<file path="config.mk">
export PLATFORM = sky130hd
export DESIGN_NAME = otg_control_status
export DESIGN_NICKNAME = d
export VERILOG_FILES = /design/src/rtl/otg_ctl_pkg.sv /design/src/rtl/otg_control_status.sv /design/src/rtl/line_stable_timer.sv /design/src/rtl/ahb_reg_port.sv
export VERILOG_INCLUDE_DIRS = /design/src /design/src/rtl
export SDC_FILE = /design/constraint.sdc
export NUM_CORES = 1
export LEC_CHECK = 0
export CAP_MARGIN = 20
export CORE_MARGIN = 5
export CORE_UTILIZATION = 50
export DETAILED_ROUTE_END_ITERATION = 6
export DONT_BUFFER_PORTS = 1
export PLACE_DENSITY_LB_ADDON = 0.25
export SYNTH_ARGS = -nofsm -noshare
export SYNTH_HDL_FRONTEND = slang
export SYNTH_HIERARCHICAL = 1
export SYNTH_SLANG_ARGS = --single-unit
</file>
<file path="constraint.sdc">
create_clock -name hclk -period 1.79 [get_ports hclk]
set_input_delay 0.2685 -clock hclk [delete_from_list [all_inputs] [get_ports hclk]]
set_output_delay 0.2685 -clock hclk [all_outputs]
set_load 0.1 [all_outputs]
</file>
<file path="src/rtl/otg_ctl_defs.svh">
/*
 * Register indices, field positions, reset values and timing figures of
 * the OTG control and status block.
 * Assumes it is included by bare name from the files that need it.
 */
`ifndef OTG_CTL_DEFS_SVH
`define OTG_CTL_DEFS_SVH

// Register indices; the byte address is four times the index.
`define IDX_LINE_STATUS 3'h0
`define IDX_RESISTOR_CTL 3'h1
`define IDX_POWER_CTL 3'h2
`define IDX_XFER_STATUS 3'h3
`define IDX_MODULE_CTL 3'h4
`define IDX_LAST 3'h4

// Line and supply status fields.
`define B_ID 7
`define B_LSTABLE 5
`define B_SESS_VLD 3
`define B_SESS_END 2
`define B_VBUS_VLD 0

// Resistor and supply control fields.
`define B_DP_PU 7
`define B_DM_PU 6
`define B_DP_PD 5
`define B_DM_PD 4
`define B_VBUS_ON 3
`define B_OTG_EN 2
`define B_VBUS_CHG 1
`define B_VBUS_DIS 0

// Power and suspend control fields.
`define B_PENDING 7
`define B_GUARD 4
`define B_SUSPEND 1
`define B_POWER 0

// Last transfer status fields.
`define B_EP_MSB 7
`define B_EP_LSB 4
`define B_DIR 3
`define B_ODD 2

// Module control fields.
`define B_J_STATE_FLAG 7
`define B_SE0 6
`define B_PACKET_DISABLE 5
`define B_HOST 3
`define B_RESUME 2
`define B_PPBRST 1
`define B_MODEN 0

`define CTL_RESET 8'h00
`define EP_RESET 4'h0
`define WORD_ZERO 16'h0000

// Timing.
`define CLK_PERIOD_NS 5
`define STABLE_TIME_NS 1000000

`endif

</file>
<file path="src/rtl/otg_ctl_pkg.sv">
/*
 * Types shared by the OTG control and status block.
 * Assumes nothing of its surroundings.
 */
package otg_ctl_pkg;
	typedef enum logic [1:0] {
		PH_IDLE,
		PH_WRITE,
		PH_READ_WAIT,
		PH_READ_DONE
	} bus_phase_t;

	typedef logic [15:0] reg_word_t;
endpackage : otg_ctl_pkg

</file>
<file path="src/rtl/otg_control_status.sv">
/*
 * Control and status logic of a dual-role USB module: cable and supply
 * status, line stability, resistor enables, power and suspend handshake,
 * last transfer record and the module control bits, over AHB-Lite.
 * Assumes all pin inputs synchronous to hclk and a single bus master.
 */
// The AHB-Lite slave port and the register addresses were left to the implementer.
`timescale 1ns/10ps
`default_nettype none
`include "otg_ctl_defs.svh"

module otg_control_status #(
	parameter int unsigned STABLE_CYCLES =
		`STABLE_TIME_NS / `CLK_PERIOD_NS
) (
	input wire logic hclk,
	input wire logic hresetn,
	input wire logic hsel,
	input wire logic [31:0] haddr,
	input wire logic [1:0] htrans,
	input wire logic hwrite,
	input wire logic [2:0] hsize,
	input wire logic hready,
	input wire logic [31:0] hwdata,
	output logic hreadyout,
	output logic hresp,
	output logic [31:0] hrdata,
	input wire logic id_pin,
	input wire logic se0_in,
	input wire logic j_state_in,
	input wire logic sess_valid_in,
	input wire logic sess_end_in,
	input wire logic vbus_valid_in,
	input wire logic bus_activity,
	input wire logic setup_token,
	input wire logic xfer_done,
	input wire logic [3:0] xfer_endpoint,
	input wire logic xfer_tx,
	input wire logic xfer_odd,
	output logic dplus_pullup_enable,
	output logic dminus_pullup_enable,
	output logic dplus_pulldown_enable,
	output logic dminus_pulldown_enable,
	output logic vbus_power_on,
	output logic vbus_charge_select,
	output logic vbus_discharge,
	output logic module_enable,
	output logic usb_clk_enable,
	output logic xcvr_low_power,
	output logic packet_hold,
	output logic resume_drive,
	output logic device_attach,
	output logic host_mode,
	output logic bank_pointer_reset
);
	logic wr_en;
	logic [2:0] wr_index, rd_index;
	logic [7:0] wr_data;
	logic [15:0] rd_value;
	logic line_stable_flag;

	////////////////////////////////////////////////////////////////////
	// Bus front end and line stability timer.

	ahb_reg_port bus_port (
		.hclk(hclk),
		.hresetn(hresetn),
		.hsel(hsel),
		.haddr(haddr),
		.htrans(htrans),
		.hwrite(hwrite),
		.hready(hready),
		.hwdata(hwdata),
		.rd_value(rd_value),
		.hreadyout(hreadyout),
		.hresp(hresp),
		.hrdata(hrdata),
		.wr_en(wr_en),
		.wr_index(wr_index),
		.wr_data(wr_data),
		.rd_index(rd_index)
	);

	line_stable_timer #(
		.STABLE_CYCLES(STABLE_CYCLES)
	) stable_timer (
		.hclk(hclk),
		.hresetn(hresetn),
		.se0(se0_in),
		.j_state(j_state_in),
		.stable(line_stable_flag)
	);

	function automatic logic hit(input logic en, input logic [2:0] a,
			input logic [2:0] b);
		hit = en && (a == b);
	endfunction : hit

	////////////////////////////////////////////////////////////////////
	// Resistor and supply control register.

	logic [7:0] res_ctl_reg, res_ctl_next;

	always_comb begin
		res_ctl_next = res_ctl_reg;
		if (hit(wr_en, wr_index, `IDX_RESISTOR_CTL)) begin
			res_ctl_next = wr_data;
		end
	end

	always_ff @(posedge hclk or negedge hresetn) begin
		if (!hresetn) begin
			res_ctl_reg <= `CTL_RESET;
		end else begin
			res_ctl_reg <= res_ctl_next;
		end
	end

	////////////////////////////////////////////////////////////////////
	// Power and suspend control.

	logic pending_reg, pending_next;
	logic guard_reg, guard_next;
	logic suspend_reg, suspend_next;
	logic power_reg, power_next;

	always_comb begin
		guard_next = guard_reg;
		suspend_next = suspend_reg;
		power_next = power_reg;
		// Bus activity wakes a suspended module.
		if (suspend_reg && bus_activity) begin
			suspend_next = 1'b0;
		end
		if (hit(wr_en, wr_index, `IDX_POWER_CTL)) begin
			guard_next = wr_data[`B_GUARD];
			suspend_next = wr_data[`B_SUSPEND];
			power_next = wr_data[`B_POWER];
		end
		pending_next = guard_reg && bus_activity;
	end

	always_ff @(posedge hclk or negedge hresetn) begin
		if (!hresetn) begin
			pending_reg <= 1'b0;
			guard_reg <= 1'b0;
			suspend_reg <= 1'b0;
			power_reg <= 1'b0;
		end else begin
			pending_reg <= pending_next;
			guard_reg <= guard_next;
			suspend_reg <= suspend_next;
			power_reg <= power_next;
		end
	end

	////////////////////////////////////////////////////////////////////
	// Last transfer record.

	logic [3:0] ep_reg, ep_next;
	logic dir_reg, dir_next;
	logic odd_reg, odd_next;

	always_comb begin
		ep_next = ep_reg;
		dir_next = dir_reg;
		odd_next = odd_reg;
		if (xfer_done) begin
			ep_next = xfer_endpoint;
			dir_next = xfer_tx;
			odd_next = xfer_odd;
		end
	end

	always_ff @(posedge hclk or negedge hresetn) begin
		if (!hresetn) begin
			ep_reg <= `EP_RESET;
			dir_reg <= 1'b0;
			odd_reg <= 1'b0;
		end else begin
			ep_reg <= ep_next;
			dir_reg <= dir_next;
			odd_reg <= odd_next;
		end
	end

	////////////////////////////////////////////////////////////////////
	// Module control register.

	logic packet_disable_reg, packet_disable_next;
	logic host_reg, host_next;
	logic resume_reg, resume_next;
	logic ppbrst_reg, ppbrst_next;
	logic moden_reg, moden_next;

	always_comb begin
		packet_disable_next = packet_disable_reg;
		host_next = host_reg;
		resume_next = resume_reg;
		ppbrst_next = ppbrst_reg;
		moden_next = moden_reg;
		if (hit(wr_en, wr_index, `IDX_MODULE_CTL)) begin
			packet_disable_next = wr_data[`B_PACKET_DISABLE];
			host_next = wr_data[`B_HOST];
			resume_next = wr_data[`B_RESUME];
			ppbrst_next = wr_data[`B_PPBRST];
			moden_next = wr_data[`B_MODEN];
		end
		// A SETUP arriving with a clearing write still sets the bit.
		if (setup_token && !host_reg) begin
			packet_disable_next = 1'b1;
		end
	end

	always_ff @(posedge hclk or negedge hresetn) begin
		if (!hresetn) begin
			packet_disable_reg <= 1'b0;
			host_reg <= 1'b0;
			resume_reg <= 1'b0;
			ppbrst_reg <= 1'b0;
			moden_reg <= 1'b0;
		end else begin
			packet_disable_reg <= packet_disable_next;
			host_reg <= host_next;
			resume_reg <= resume_next;
			ppbrst_reg <= ppbrst_next;
			moden_reg <= moden_next;
		end
	end

	////////////////////////////////////////////////////////////////////
	// Pin controls and read-back.

	logic otg_en;
	assign otg_en = res_ctl_reg[`B_OTG_EN];

	always_comb begin
		if (otg_en) begin
			dplus_pullup_enable = res_ctl_reg[`B_DP_PU];
			dminus_pullup_enable = res_ctl_reg[`B_DM_PU];
			dplus_pulldown_enable = res_ctl_reg[`B_DP_PD];
			dminus_pulldown_enable = res_ctl_reg[`B_DM_PD];
		end else begin
			// Without OTG a device presents a full-speed D+ pull-up.
			dplus_pullup_enable = power_reg && moden_reg &&
				!host_reg;
			dminus_pullup_enable = 1'b0;
			dplus_pulldown_enable = 1'b0;
			dminus_pulldown_enable = 1'b0;
		end
		if (host_reg) begin
			dplus_pullup_enable = 1'b0;
			dminus_pullup_enable = 1'b0;
			dplus_pulldown_enable = 1'b1;
			dminus_pulldown_enable = 1'b1;
		end
	end

	assign vbus_power_on = res_ctl_reg[`B_VBUS_ON];
	assign vbus_charge_select = res_ctl_reg[`B_VBUS_CHG];
	assign vbus_discharge = res_ctl_reg[`B_VBUS_DIS];
	assign module_enable = power_reg;
	assign usb_clk_enable = power_reg && !suspend_reg;
	assign xcvr_low_power = suspend_reg || !power_reg;
	assign packet_hold = packet_disable_reg && !host_reg;
	assign resume_drive = resume_reg && power_reg;
	assign device_attach = power_reg && moden_reg && !host_reg;
	assign host_mode = host_reg;
	assign bank_pointer_reset = ppbrst_reg;

	always_comb begin
		rd_value = `WORD_ZERO;
		case (rd_index)
			`IDX_LINE_STATUS: begin
				rd_value[`B_ID] = id_pin;
				rd_value[`B_LSTABLE] = line_stable_flag;
				rd_value[`B_SESS_VLD] = sess_valid_in;
				rd_value[`B_SESS_END] = sess_end_in;
				rd_value[`B_VBUS_VLD] = vbus_valid_in;
			end
			`IDX_RESISTOR_CTL: begin
				rd_value[7:0] = res_ctl_reg;
			end
			`IDX_POWER_CTL: begin
				rd_value[`B_PENDING] = pending_reg;
				rd_value[`B_GUARD] = guard_reg;
				rd_value[`B_SUSPEND] = suspend_reg;
				rd_value[`B_POWER] = power_reg;
			end
			`IDX_XFER_STATUS: begin
				rd_value[`B_EP_MSB:`B_EP_LSB] = ep_reg;
				rd_value[`B_DIR] = dir_reg;
				rd_value[`B_ODD] = odd_reg;
			end
			`IDX_MODULE_CTL: begin
				rd_value[`B_J_STATE_FLAG] = j_state_in;
				rd_value[`B_SE0] = se0_in;
				rd_value[`B_PACKET_DISABLE] = packet_disable_reg;
				rd_value[`B_HOST] = host_reg;
				rd_value[`B_RESUME] = resume_reg;
				rd_value[`B_PPBRST] = ppbrst_reg;
				rd_value[`B_MODEN] = moden_reg;
			end
			default: begin
				rd_value = `WORD_ZERO;
			end
		endcase
	end
endmodule : otg_control_status
`default_nettype wire

</file>
<file path="src/rtl/line_stable_timer.sv">
/*
 * Watches the bus line state and flags it once it has not changed for a
 * whole stability interval.
 * Assumes line inputs synchronous to hclk.
 */
`timescale 1ns/10ps
`default_nettype none
`include "otg_ctl_defs.svh"

module line_stable_timer #(
	parameter int unsigned STABLE_CYCLES =
		`STABLE_TIME_NS / `CLK_PERIOD_NS
) (
	input wire logic hclk,
	input wire logic hresetn,
	input wire logic se0,
	input wire logic j_state,
	output logic stable
);
	localparam int W = $clog2(STABLE_CYCLES + 1);

	logic [1:0] last_reg, last_next;
	logic [W-1:0] cnt_reg, cnt_next;
	logic stable_reg, stable_next;

	always_comb begin
		last_next = {se0, j_state};
		cnt_next = cnt_reg;
		if (last_next != last_reg) begin
			cnt_next = '0;
		end else if (cnt_reg != W'(STABLE_CYCLES)) begin
			cnt_next = cnt_reg + 1'b1;
		end
		stable_next = (last_next == last_reg) &&
			(cnt_reg == W'(STABLE_CYCLES));
	end

	always_ff @(posedge hclk or negedge hresetn) begin
		if (!hresetn) begin
			last_reg <= 2'h0;
			cnt_reg <= '0;
			stable_reg <= 1'b0;
		end else begin
			last_reg <= last_next;
			cnt_reg <= cnt_next;
			stable_reg <= stable_next;
		end
	end

	assign stable = stable_reg;
endmodule : line_stable_timer
`default_nettype wire

</file>
<file path="src/rtl/ahb_reg_port.sv">
/*
 * AHB-Lite slave front end: decodes word registers, gives writes a
 * zero-wait data phase and reads one wait state.
 * Assumes it is the only slave, so hready equals its own hreadyout.
 */
`timescale 1ns/10ps
`default_nettype none
`include "otg_ctl_defs.svh"

module ahb_reg_port (
	input wire logic hclk,
	input wire logic hresetn,
	input wire logic hsel,
	input wire logic [31:0] haddr,
	input wire logic [1:0] htrans,
	input wire logic hwrite,
	input wire logic hready,
	input wire logic [31:0] hwdata,
	input wire logic [15:0] rd_value,
	output logic hreadyout,
	output logic hresp,
	output logic [31:0] hrdata,
	output logic wr_en,
	output logic [2:0] wr_index,
	output logic [7:0] wr_data,
	output logic [2:0] rd_index
);
	otg_ctl_pkg::bus_phase_t phase_reg, phase_next;
	logic [2:0] idx_reg, idx_next;
	logic mapped_reg, mapped_next;
	logic [31:0] hrdata_reg, hrdata_next;

	always_comb begin
		phase_next = otg_ctl_pkg::PH_IDLE;
		idx_next = idx_reg;
		mapped_next = mapped_reg;
		hrdata_next = hrdata_reg;
		hreadyout = 1'b1;
		wr_en = 1'b0;
		case (phase_reg)
			otg_ctl_pkg::PH_WRITE: begin
				wr_en = mapped_reg;
			end
			otg_ctl_pkg::PH_READ_WAIT: begin
				hreadyout = 1'b0;
				hrdata_next = {`WORD_ZERO,
					mapped_reg ? rd_value : `WORD_ZERO};
				phase_next = otg_ctl_pkg::PH_READ_DONE;
			end
			otg_ctl_pkg::PH_READ_DONE: begin
				hreadyout = 1'b1;
			end
			default: begin
				hreadyout = 1'b1;
			end
		endcase
		// Unmapped addresses answer OKAY, read zero and ignore writes.
		if (hsel && hready && htrans[1]) begin
			phase_next = hwrite ? otg_ctl_pkg::PH_WRITE :
				otg_ctl_pkg::PH_READ_WAIT;
			idx_next = haddr[4:2];
			mapped_next = (haddr[31:5] == 27'h0000000) &&
				(haddr[4:2] <= `IDX_LAST);
		end
	end

	always_ff @(posedge hclk or negedge hresetn) begin
		if (!hresetn) begin
			phase_reg <= otg_ctl_pkg::PH_IDLE;
			idx_reg <= 3'h0;
			mapped_reg <= 1'b0;
			hrdata_reg <= 32'h00000000;
		end else begin
			phase_reg <= phase_next;
			idx_reg <= idx_next;
			mapped_reg <= mapped_next;
			hrdata_reg <= hrdata_next;
		end
	end

	assign hresp = 1'b0;
	assign hrdata = hrdata_reg;
	assign wr_index = idx_reg;
	assign wr_data = hwdata[7:0];
	assign rd_index = idx_reg;
endmodule : ahb_reg_port
`default_nettype wire

</file>
==> impl_metrics.env, run 1 <==
export IMPL_num_antenna_cells=0
export IMPL_cts_root_buffer="clkbuf_8"
export IMPL_cts_hold_buf=3
export IMPL_cts_inserted_buffers=9
export IMPL_violations="hold timing"
export IMPL_drt_iter0_drc=100
export IMPL_yosysMostFrequentCell="dfrtp_1"
export IMPL_setup_violations=0
export IMPL_endpoint_kind="primary output"
export IMPL_yosys_warnings=6
export IMPL_hp_class="input port to async pin"
export IMPL_layout_nets=478
export IMPL_synth_top_cell_by_area="dfrtp_1"
export IMPL_powerDensity_nw_per_um2=797
export IMPL_finalWeightedCongestion=0.850
export IMPL_synth_top_area_share_pct=46.2
export IMPL_design_area_um2=4240
export IMPL_worst_slew_pin_slew_ps=506
export IMPL_cts_sinks=66
export IMPL_cts_max_level=3
export IMPL_ir_drop_uv=533
export IMPL_ys_async_sr_fraction_pct=100
export IMPL_die_x_um=94.5
export IMPL_grt_max_degree=67
export IMPL_cts_setup_buffers=0
export IMPL_place_area_um2=4000
export IMPL_required_ps=1520
export IMPL_die_area_um2=8930
export IMPL_synthCells=345
export IMPL_arrival_ps=1420
export IMPL_synth_edf_count=0
export IMPL_core_region_area_um2=6870
export IMPL_cts_tree="yes"
export IMPL_reg2reg_slack_ps=110
export IMPL_die_h_um=94.5
export IMPL_portBuffers=0
export IMPL_ys_ff_latch=66
export IMPL_critPathKind="flip-flop to primary output"
export IMPL_cap_violations=0
export IMPL_crit_fanout=6
export IMPL_drc=0
export IMPL_start_util_pct=52.0
export IMPL_io_pins=138
export IMPL_antenna_found_initial=1
export IMPL_largest_register_ffs=18
export IMPL_num_fill_cells=563
export IMPL_wire_per_inst_um=16.0
export IMPL_final_max_slew_viol_count=0
export IMPL_synth_commonest_cells="66 x dfrtp_1, 45 x nand2_1, 30 x buf_4"
export IMPL_syn_avg_cell_area_um2=10.4
export IMPL_clkLatencyLatePin_ps=340
export IMPL_syn_area_um2=3570
export IMPL_period_needed_ps=1690
export IMPL_fin_worst_skew_ps=8.41
export IMPL_grt_usage_pct=18.5
export IMPL_drive_gt1_share_pct=29.7
export IMPL_fin_worst_hold_slack_ps=-385
export IMPL_avgViaCountPerCell=5.19
export IMPL_firstDrtPassIters=4
export IMPL_overflow=0
export IMPL_post_route_period_util_pct=94.4
export IMPL_synth_area_top_cells="dfrtp_1 46%, buf_4 6.3%, mux2_4 5.0%, nand2_1 4.7%, mux2_2 3.8%"
export IMPL_ant_nets=0
export IMPL_synthToLayoutAreaGrowth_pct=18.7
export IMPL_totalWireLength_um=7770
export IMPL_startpoint_type="flip-flop"
export IMPL_grt_pass1_wl_um=12900
export IMPL_p_leak_nw=1.88
export IMPL_synthFlopType="dfrtp_1"
export IMPL_fmax_mhz=592
export IMPL_ys_seq_area_share_pct=46.2
export IMPL_p_total_w=0.00338
export IMPL_tns_ps=0
export IMPL_first_global_vias=2595
export IMPL_dp_hpwl_um=5870
export IMPL_synth_distinct_cells=55
export IMPL_clk_pin_slew_ps=70
export IMPL_rsz0062_at_grt="false"
export IMPL_hold_viol_final=66
export IMPL_slew_headroom_pct=66.2
export IMPL_num_rows=30
export IMPL_clk_path_buf_depth=2
export IMPL_routed_via_count=2528
export IMPL_status="finished, violations left"
[path summary, 6_finish.rpt]
| check | cells past startpoint | endpoint | startpoint |
|---|---|---|---|
| hold / removal | 0 | stable_timer/cnt_reg[6] | hresetn |
| max in group asynchronous | 0 | module_enable | hresetn |
| hold reg to reg | 2 | bus_port/hrdata[13] | bus_port/hrdata[13] |
| setup / recovery | 4 | dplus_pullup_enable | module_enable |
| min in group hclk | 2 | suspend_reg | hwdata[1] |
| setup reg to reg | 5 | stable_timer/cnt_reg[16] | stable_timer/cnt_reg[0] |
[worst max-delay path: stages, from the launching register on]
cell and delay, ps:
dfrtp_4 460, nand2_1 120, o21ai_1 140, nor2b_4 180, buf_12 180
[routing by layer]
metal	up-vias	wire, um	global-route usage [%]
li1	1235	-	-
met2	76	3750	29.4
met3	9	655	8.05
met5	-	7	0
met4	2	70	4.45
met1	1206	3290	23.2
[where the power goes]
group / switching, W / leakage [nW] / internal [W]
clock network: 0.000529 / 0.106 / 0.000748
registers: 0.0000696 / 0.885 / 0.00153
logic: 0.000339 / 0.885 / 0.000158
total: 0.000937 / 1.88 / 0.00244
[cells in the final DEF, fill, tap and decap left out, types with 2 or more instances in the layout]
master,instances
dfrtp_1,63
nand2_1,45
buf_4,39
conb_1,25
o21ai_0,23
nand3_1,14
mux2_2,12
mux2_4,12
clkbuf_8,12
nor2_1,10
buf_12,10
mux2i_1,9
a21oi_1,9
nor4_1,8
nor3_1,7
inv_1,7
xnor2_1,7
a22oi_1,4
xor2_1,4
or2_2,4
nand3b_1,3
nor2b_4,3
o2bb2ai_1,3
nand2b_1,3
nand4_1,3
dlygate4sd3_1,3
a2bb2oi_1,2
o32ai_1,2
and2_1,2
a21o_2,2
and4bb_2,2
nor4_2,2
dfrtp_2,2
or4_1,2
and3_1,2
ha_1,2
[logic make-up (layout without fill, tap and decap cells)]
| kind of cell | count (synthesis) | after routing | synth area share [%] |
|---|---|---|---|
| flops | 66 | 66 | 46.2 |
| other cells | 2 | 25 | 0.210 |
| buf+inv | 52 | 75 | 9.74 |
| compound gates | 51 | 51 | 8.79 |
| mux | 33 | 33 | 11.3 |
| xor+xnor | 11 | 11 | 2.70 |
| simple gates | 128 | 128 | 20.3 |
| fa+ha+maj | 2 | 2 | 0.700 |
[cell type report]
class | instances | area [um2] | area share, %
Multi-Input combinational cell | 250 | 1700 | 40.1
Sequential cell | 66 | 1660 | 39.1
Timing Repair Buffer | 52 | 523 | 12.3
Clock buffer | 13 | 169 | 3.98
Tap cell | 96 | 120 | 2.83
Clock inverter | 2 | 35.0 | 0.826
Inverter | 8 | 33.8 | 0.797
[what timing repair did]
item / in CTS / in global routing
hold endpoints to repair: 69 / 66
resized for setup: 0 / 3
endpoints found under the setup margin: 0 / 3
[per-stage QoR]
stage | instances | util, % | worst slack, ps | hold WS (ps)
2_1_floorplan | 368 | - | 21.2 | -27.1
3_3_place_gp | 469 | 58.2 | 135 | -24.3
3_5_place_dp | 469 | 58.2 | 111 | -24.2
4_1_cts | 487 | 61.6 | 27.5 | -400
5_1_grt | 487 | 61.7 | 7.66 | -412
6_report | 487 | 61.7 | 100 | -385
Note: power is estimated with default switching activity, not from simulation.
==> run 2, diff against run 1 <==
Settings changed: CORE_ASPECT_RATIO from default to 0.5, CORE_MARGIN 5 to 2.
==> run 2 against run 1 <==
- the run still ends with hold timing left
- via count up 2.5%
- routed wire length about the same
- count of clock-buffer cells in the layout unchanged
- first-iteration DRC count up 12%
- clock power up 34%
- largest cell class unchanged
- final cell count down 1.0%
- register-to-register slack worse by 50 ps
- worst hold slack better by 16 ps
- combinational power up 1%
- clock skew down 4.0 ps
- power up 13%
==> impl_metrics.env, run 2 (same netlist as run 1, synthesis figures left out) <==
export IMPL_final_max_slew_viol_count=0
export IMPL_clkLatencyLatePin_ps=330
export IMPL_routed_via_count=2591
export IMPL_swShare_pct=26.6
export IMPL_clk_path_buf_depth=2
export IMPL_place_ws_ps=114
export IMPL_reg2reg_slack_ps=60
export IMPL_cts_hold_buf=2
export IMPL_power_frac_seq_pct=41.6
export IMPL_largest_register_ffs=18
export IMPL_tns_ps=0
export IMPL_grt_usage_pct=21.8
export IMPL_endpoint_kind="flip-flop"
export IMPL_drt_iter0_drc=112
export IMPL_stdcell_count=482
export IMPL_cts_max_level=3
export IMPL_finalWeightedCongestion=0.865
export IMPL_num_antenna_cells=0
export IMPL_grt_pass1_wl_um=13000
export IMPL_totalWireLength_um=7780
export IMPL_p_leak_nw=1.91
export IMPL_hp_class="input port to async pin"
export IMPL_post_route_period_util_pct=96.6
export IMPL_drc=0
export IMPL_layout_common_cells="64 x dfrtp_1, 43 x nand2_1, 39 x buf_4"
export IMPL_wire_per_inst_um=16.1
export IMPL_ant_nets=0
export IMPL_ir_drop_uv=682
export IMPL_place_area_um2=3970
export IMPL_layout_nets=476
export IMPL_firstDrtPassIters=4
export IMPL_portBuffers=0
export IMPL_die_x_um=124
export IMPL_core_region_area_um2=6810
export IMPL_drive_gt1_share_pct=30.3
export IMPL_startpoint_type="flip-flop"
export IMPL_arrival_ps=1980
export IMPL_grt_max_degree=67
export IMPL_cts_sinks=66
export IMPL_cts_root_buffer="clkbuf_16"
export IMPL_critPathKind="flip-flop to flip-flop"
export IMPL_dpl_cell_count=463
export IMPL_setup_violations=0
export IMPL_status="finished, violations left"
export IMPL_die_h_um=63.8
export IMPL_die_area_um2=7880
export IMPL_r2r_start="stable_timer/cnt_reg[1]"
export IMPL_p_clk_share_pct=45.2
export IMPL_final_common_cell="dfrtp_1"
export IMPL_fin_worst_skew_ps=4.44
export IMPL_crit_start="stable_timer/cnt_reg[1]"
export IMPL_num_rows=21
export IMPL_fmax_mhz=578
export IMPL_p_total_w=0.00382
export IMPL_cts_inserted_buffers=9
export IMPL_powerDensity_nw_per_um2=886
export IMPL_avgViaCountPerCell=5.38
export IMPL_required_ps=2040
export IMPL_dp_hpwl_um=5750
export IMPL_power_switching_w=0.00101
export IMPL_setup_slack_ps=61.0
export IMPL_antenna_found_initial=0
export IMPL_design_area_um2=4310
export IMPL_comb_power_share_pct=13.2
export IMPL_internal_power_w=0.00280
export IMPL_period_needed_ps=1730
export IMPL_cap_violations=0
export IMPL_fin_worst_hold_slack_ps=-368
export IMPL_start_util_pct=52.5
export IMPL_crit_fanout=3
export IMPL_io_pins=138
export IMPL_clk_pin_slew_ps=50
export IMPL_violations="hold timing"
export IMPL_cts_tree="yes"
export IMPL_overflow=0
export IMPL_hold_viol_final=66
export IMPL_rsz0062_at_grt="true"
export IMPL_first_global_vias=2751
export IMPL_synthToLayoutAreaGrowth_pct=20.6
[run 2: cell count changes in the layout (fill, tap and decap cells not counted), moves of 2 or more]
| cell | previous run | this run |
|---|---|---|
| nand2_2 | 0 | 2 |
| nand2_1 | 45 | 43 |
| clkbuf_1 | 1 | 3 |
| clkbuf_16 | 0 | 9 |
| clkbuf_8 | 12 | 1 |
[run 2: critical path, stage by stage (launching register included)]
cell and delay [ps]:
dfrtp_1 370, ha_2 200, nand2_2 70, or4_4 560
or3_4 340, a21oi_2 110
[run 2: per-layer routing]
layer | track usage, % | wire length, um | vias up
met3 | 6.96 | 468 | 21
met4 | 10.8 | 174 | 0
met2 | 37.0 | 3960 | 97
met5 | 0 | 0 | -
met1 | 25.0 | 3170 | 1240
li1 | - | - | 1233
[run 2: cell type report]
| cell class | count | area (um2) |
|---|---|---|
| Tap cell | 92 | 115 |
| Timing Repair Buffer | 50 | 493 |
| Inverter | 8 | 33.8 |
| Clock inverter | 3 | 40.0 |
| Clock buffer | 13 | 250 |
| Sequential cell | 66 | 1660 |
| Multi-Input combinational cell | 250 | 1720 |
| Fill cell | 558 | 2500 |
[run 2: stage by stage]
| stage | util (%) | hold slack [ps] |
|---|---|---|
| finish | 63.3 | -368 |
| floorplan | - | -27.1 |
| global placement | 58.3 | -24.6 |
| detailed placement | 58.3 | -24.5 |
| CTS | 62.8 | -386 |
| global route | 63.3 | -389 |
[run 2: power groups by stage]
stage | clock, W | combinational [W] | sequential [W]
4_1_cts | 0.00177 | 0.000499 | 0.00159
2_1_floorplan | 0 | 0.000518 | 0.00159
3_5_place_dp | 0 | 0.000494 | 0.00161
6_report | 0.00172 | 0.000503 | 0.00159
3_3_place_gp | 0 | 0.000487 | 0.00161
5_1_grt | 0.00185 | 0.000539 | 0.00160
[run 2: final timing paths]
check	endpoint	cells past startpoint
worst max-delay path	stable_timer/cnt_reg[16]	5
worst min-delay path	stable_timer/last_reg[1]	0
worst max register to register	stable_timer/cnt_reg[16]	5
worst min register to register	bus_port/hrdata[14]	2
max in group asynchronous	module_enable	0
min in group hclk	bus_port/phase_reg[1]	1
[run 2: what timing repair did]
action	in CTS	in global routing
hold endpoints to repair	68	66
resized for setup	1	7
pin swaps	0	3
endpoints found under the setup margin	1	3
buffers inserted	0	1
==> run 3, diff against run 2 <==
Settings changed: CORE_UTILIZATION 50 to 55, GPL_TIMING_DRIVEN from default to 0.
==> run 3 against run 2 <==
- the flow finishes with violations (hold timing, setup timing)
- worst setup slack lost 380 ps
- register-to-register slack lost 30 ps
- power grew 1.8%
- cell area shrank 1.3%
- largest power group unchanged
- sequential share of layout area grew 0.73 points
- highest routed layer unchanged
==> impl_metrics.env, run 3 (same netlist as run 1, synthesis figures left out) <==
export IMPL_status="finished, violations left"
export IMPL_violations="hold timing, setup timing"
export IMPL_required_ps=1520
export IMPL_hp_class="input port to async pin"
export IMPL_post_route_period_util_pct=118
export IMPL_powerDensity_nw_per_um2=914
export IMPL_hold_viol_final=66
export IMPL_die_area_um2=7190
export IMPL_core_region_area_um2=6180
export IMPL_place_ws_ps=-182
export IMPL_grt_pass1_wl_um=12600
export IMPL_stdcell_count=478
export IMPL_num_fill_cells=469
export IMPL_final_max_slew_viol_count=0
export IMPL_p_total_w=0.00389
export IMPL_die_x_um=118
export IMPL_cts_tree="yes"
export IMPL_path_cells="nand2b_4, clkinvlp_4"
export IMPL_clk_path_buf_depth=2
export IMPL_drive_gt1_share_pct=31.8
export IMPL_grt_max_degree=67
export IMPL_setup_slack_ps=-317
export IMPL_startpoint_type="flip-flop"
export IMPL_final_common_cell="dfrtp_1"
export IMPL_dp_hpwl_um=5400
export IMPL_crit_buf_inv=1
export IMPL_crit_fanout=6
export IMPL_wire_per_inst_um=16.6
export IMPL_start_util_pct=57.8
export IMPL_num_antenna_cells=0
export IMPL_fmax_mhz=475
export IMPL_avgViaCountPerCell=5.49
export IMPL_num_rows=20
export IMPL_rsz0062_at_grt="true"
export IMPL_fin_util_pct=68.8
export IMPL_cts_root_buffer="clkbuf_16"
export IMPL_clk_pin_slew_ps=50
export IMPL_arrival_ps=1840
export IMPL_overflow=0
export IMPL_cap_violations=0
export IMPL_cts_hold_buf=2
export IMPL_critPathKind="flip-flop to primary output"
export IMPL_grt_usage_pct=22.8
export IMPL_cts_max_level=3
export IMPL_worst_slew_pin_slew_ps=942
export IMPL_firstDrtPassIters=4
export IMPL_ir_drop_uv=545
export IMPL_worst_path_largest_cell_delay_ps=640
export IMPL_antenna_found_initial=0
export IMPL_clkLatencyLatePin_ps=330
export IMPL_routed_via_count=2624
export IMPL_slew_headroom_pct=37.2
export IMPL_fin_worst_hold_slack_ps=-364
export IMPL_first_global_vias=2658
export IMPL_dpl_cell_count=456
export IMPL_drc=0
export IMPL_slowest_stage="dfrtp_4"
export IMPL_largest_register_ffs=18
export IMPL_drt_iter0_drc=142
export IMPL_ant_nets=0
export IMPL_portBuffers=0
export IMPL_period_needed_ps=2110
export IMPL_io_pins=138
export IMPL_totalWireLength_um=7910
export IMPL_synthToLayoutAreaGrowth_pct=19.1
export IMPL_finalWeightedCongestion=0.854
export IMPL_layout_common_cells="58 x dfrtp_1, 43 x nand2_1, 35 x buf_4"
export IMPL_endpoint_kind="primary output"
export IMPL_crit_family="flip-flops"
export IMPL_fin_worst_skew_ps=7.66
export IMPL_cts_inserted_buffers=9
export IMPL_p_leak_nw=1.87
export IMPL_die_h_um=61.0
export IMPL_cts_sinks=66
export IMPL_layout_nets=477
export IMPL_setup_violations=8
## run 3: changes by cell type in the layout (fill, tap and decap cells not counted), sizes merged
| cell | change |
|---|---|
| clkbuf | +3 |
| buf | -3 |
## run 3: per-layer routing
| metal | vias to the layer above | wire length (um) | global-route usage [%] | part of all wire (%) |
|---|---|---|---|---|
| li1 | 1239 | - | - | - |
| met2 | 86 | 4110 | 42.6 | 52 |
| met4 | 0 | 62 | 7.23 | 0.78 |
| met1 | 1291 | 3280 | 26.3 | 41 |
| met5 | - | 0 | 0 | 0 |
| met3 | 8 | 451 | 6.77 | 5.7 |
## run 3: final cells by class
| class | instances | area [um2] | area share (%) |
|---|---|---|---|
| clock buffers | 12 | 246 | 5.79 |
| flip-flops and latches | 66 | 1670 | 39.2 |
| plain buffers | 44 | 340 | 8.00 |
| multi-input cells | 250 | 1750 | 41.2 |
| repair buffers | 7 | 65.1 | 1.53 |
| inverters | 8 | 33.8 | 0.794 |
| clock inverters | 3 | 40.0 | 0.941 |
| well taps | 88 | 110 | 2.59 |
## run 3: per-stage QoR
step	area, um2	setup TNS (ps)
floorplan	3700	0
global placement	3810	-141
detailed placement	3810	-219
CTS	4220	-1340
global route	4250	-1490
finish	4250	-1240
## run 3: path summary, 6_finish.rpt
check                      depth (start not counted)  slack (ps)                       end                    start
min reg2reg                                        1         510               pending_reg                guard_reg
max                                                2        -320            usb_clk_enable            module_enable
min                                                0        -360   stable_timer/cnt_reg[7]                  hresetn
max in group asynchronous                          0        2020             module_enable                  hresetn
min in group hclk                                  1          50     bus_port/phase_reg[1]                   hwrite
max reg2reg                                        5          30  stable_timer/cnt_reg[16]  stable_timer/cnt_reg[2]
## run 3: what timing repair did
| action | CTS | global route |
|---|---|---|
| endpoints found under the hold margin | 68 | 66 |
| setup buffers | 4 | 1 |
| gates cloned | 0 | 0 |
| gates resized for setup | 19 | 8 |
| setup endpoints to repair | 11 | 16 |
| pin swaps | 1 | 1 |
## run 3: power by group
group | switching, W | leakage [nW] | internal (W) | total [W]
Combinational | 0.000396 | 0.856 | 0.000212 | 0.000608
Clock | 0.000598 | 0.142 | 0.00110 | 0.00170
Sequential | 0.0000418 | 0.876 | 0.00154 | 0.00158
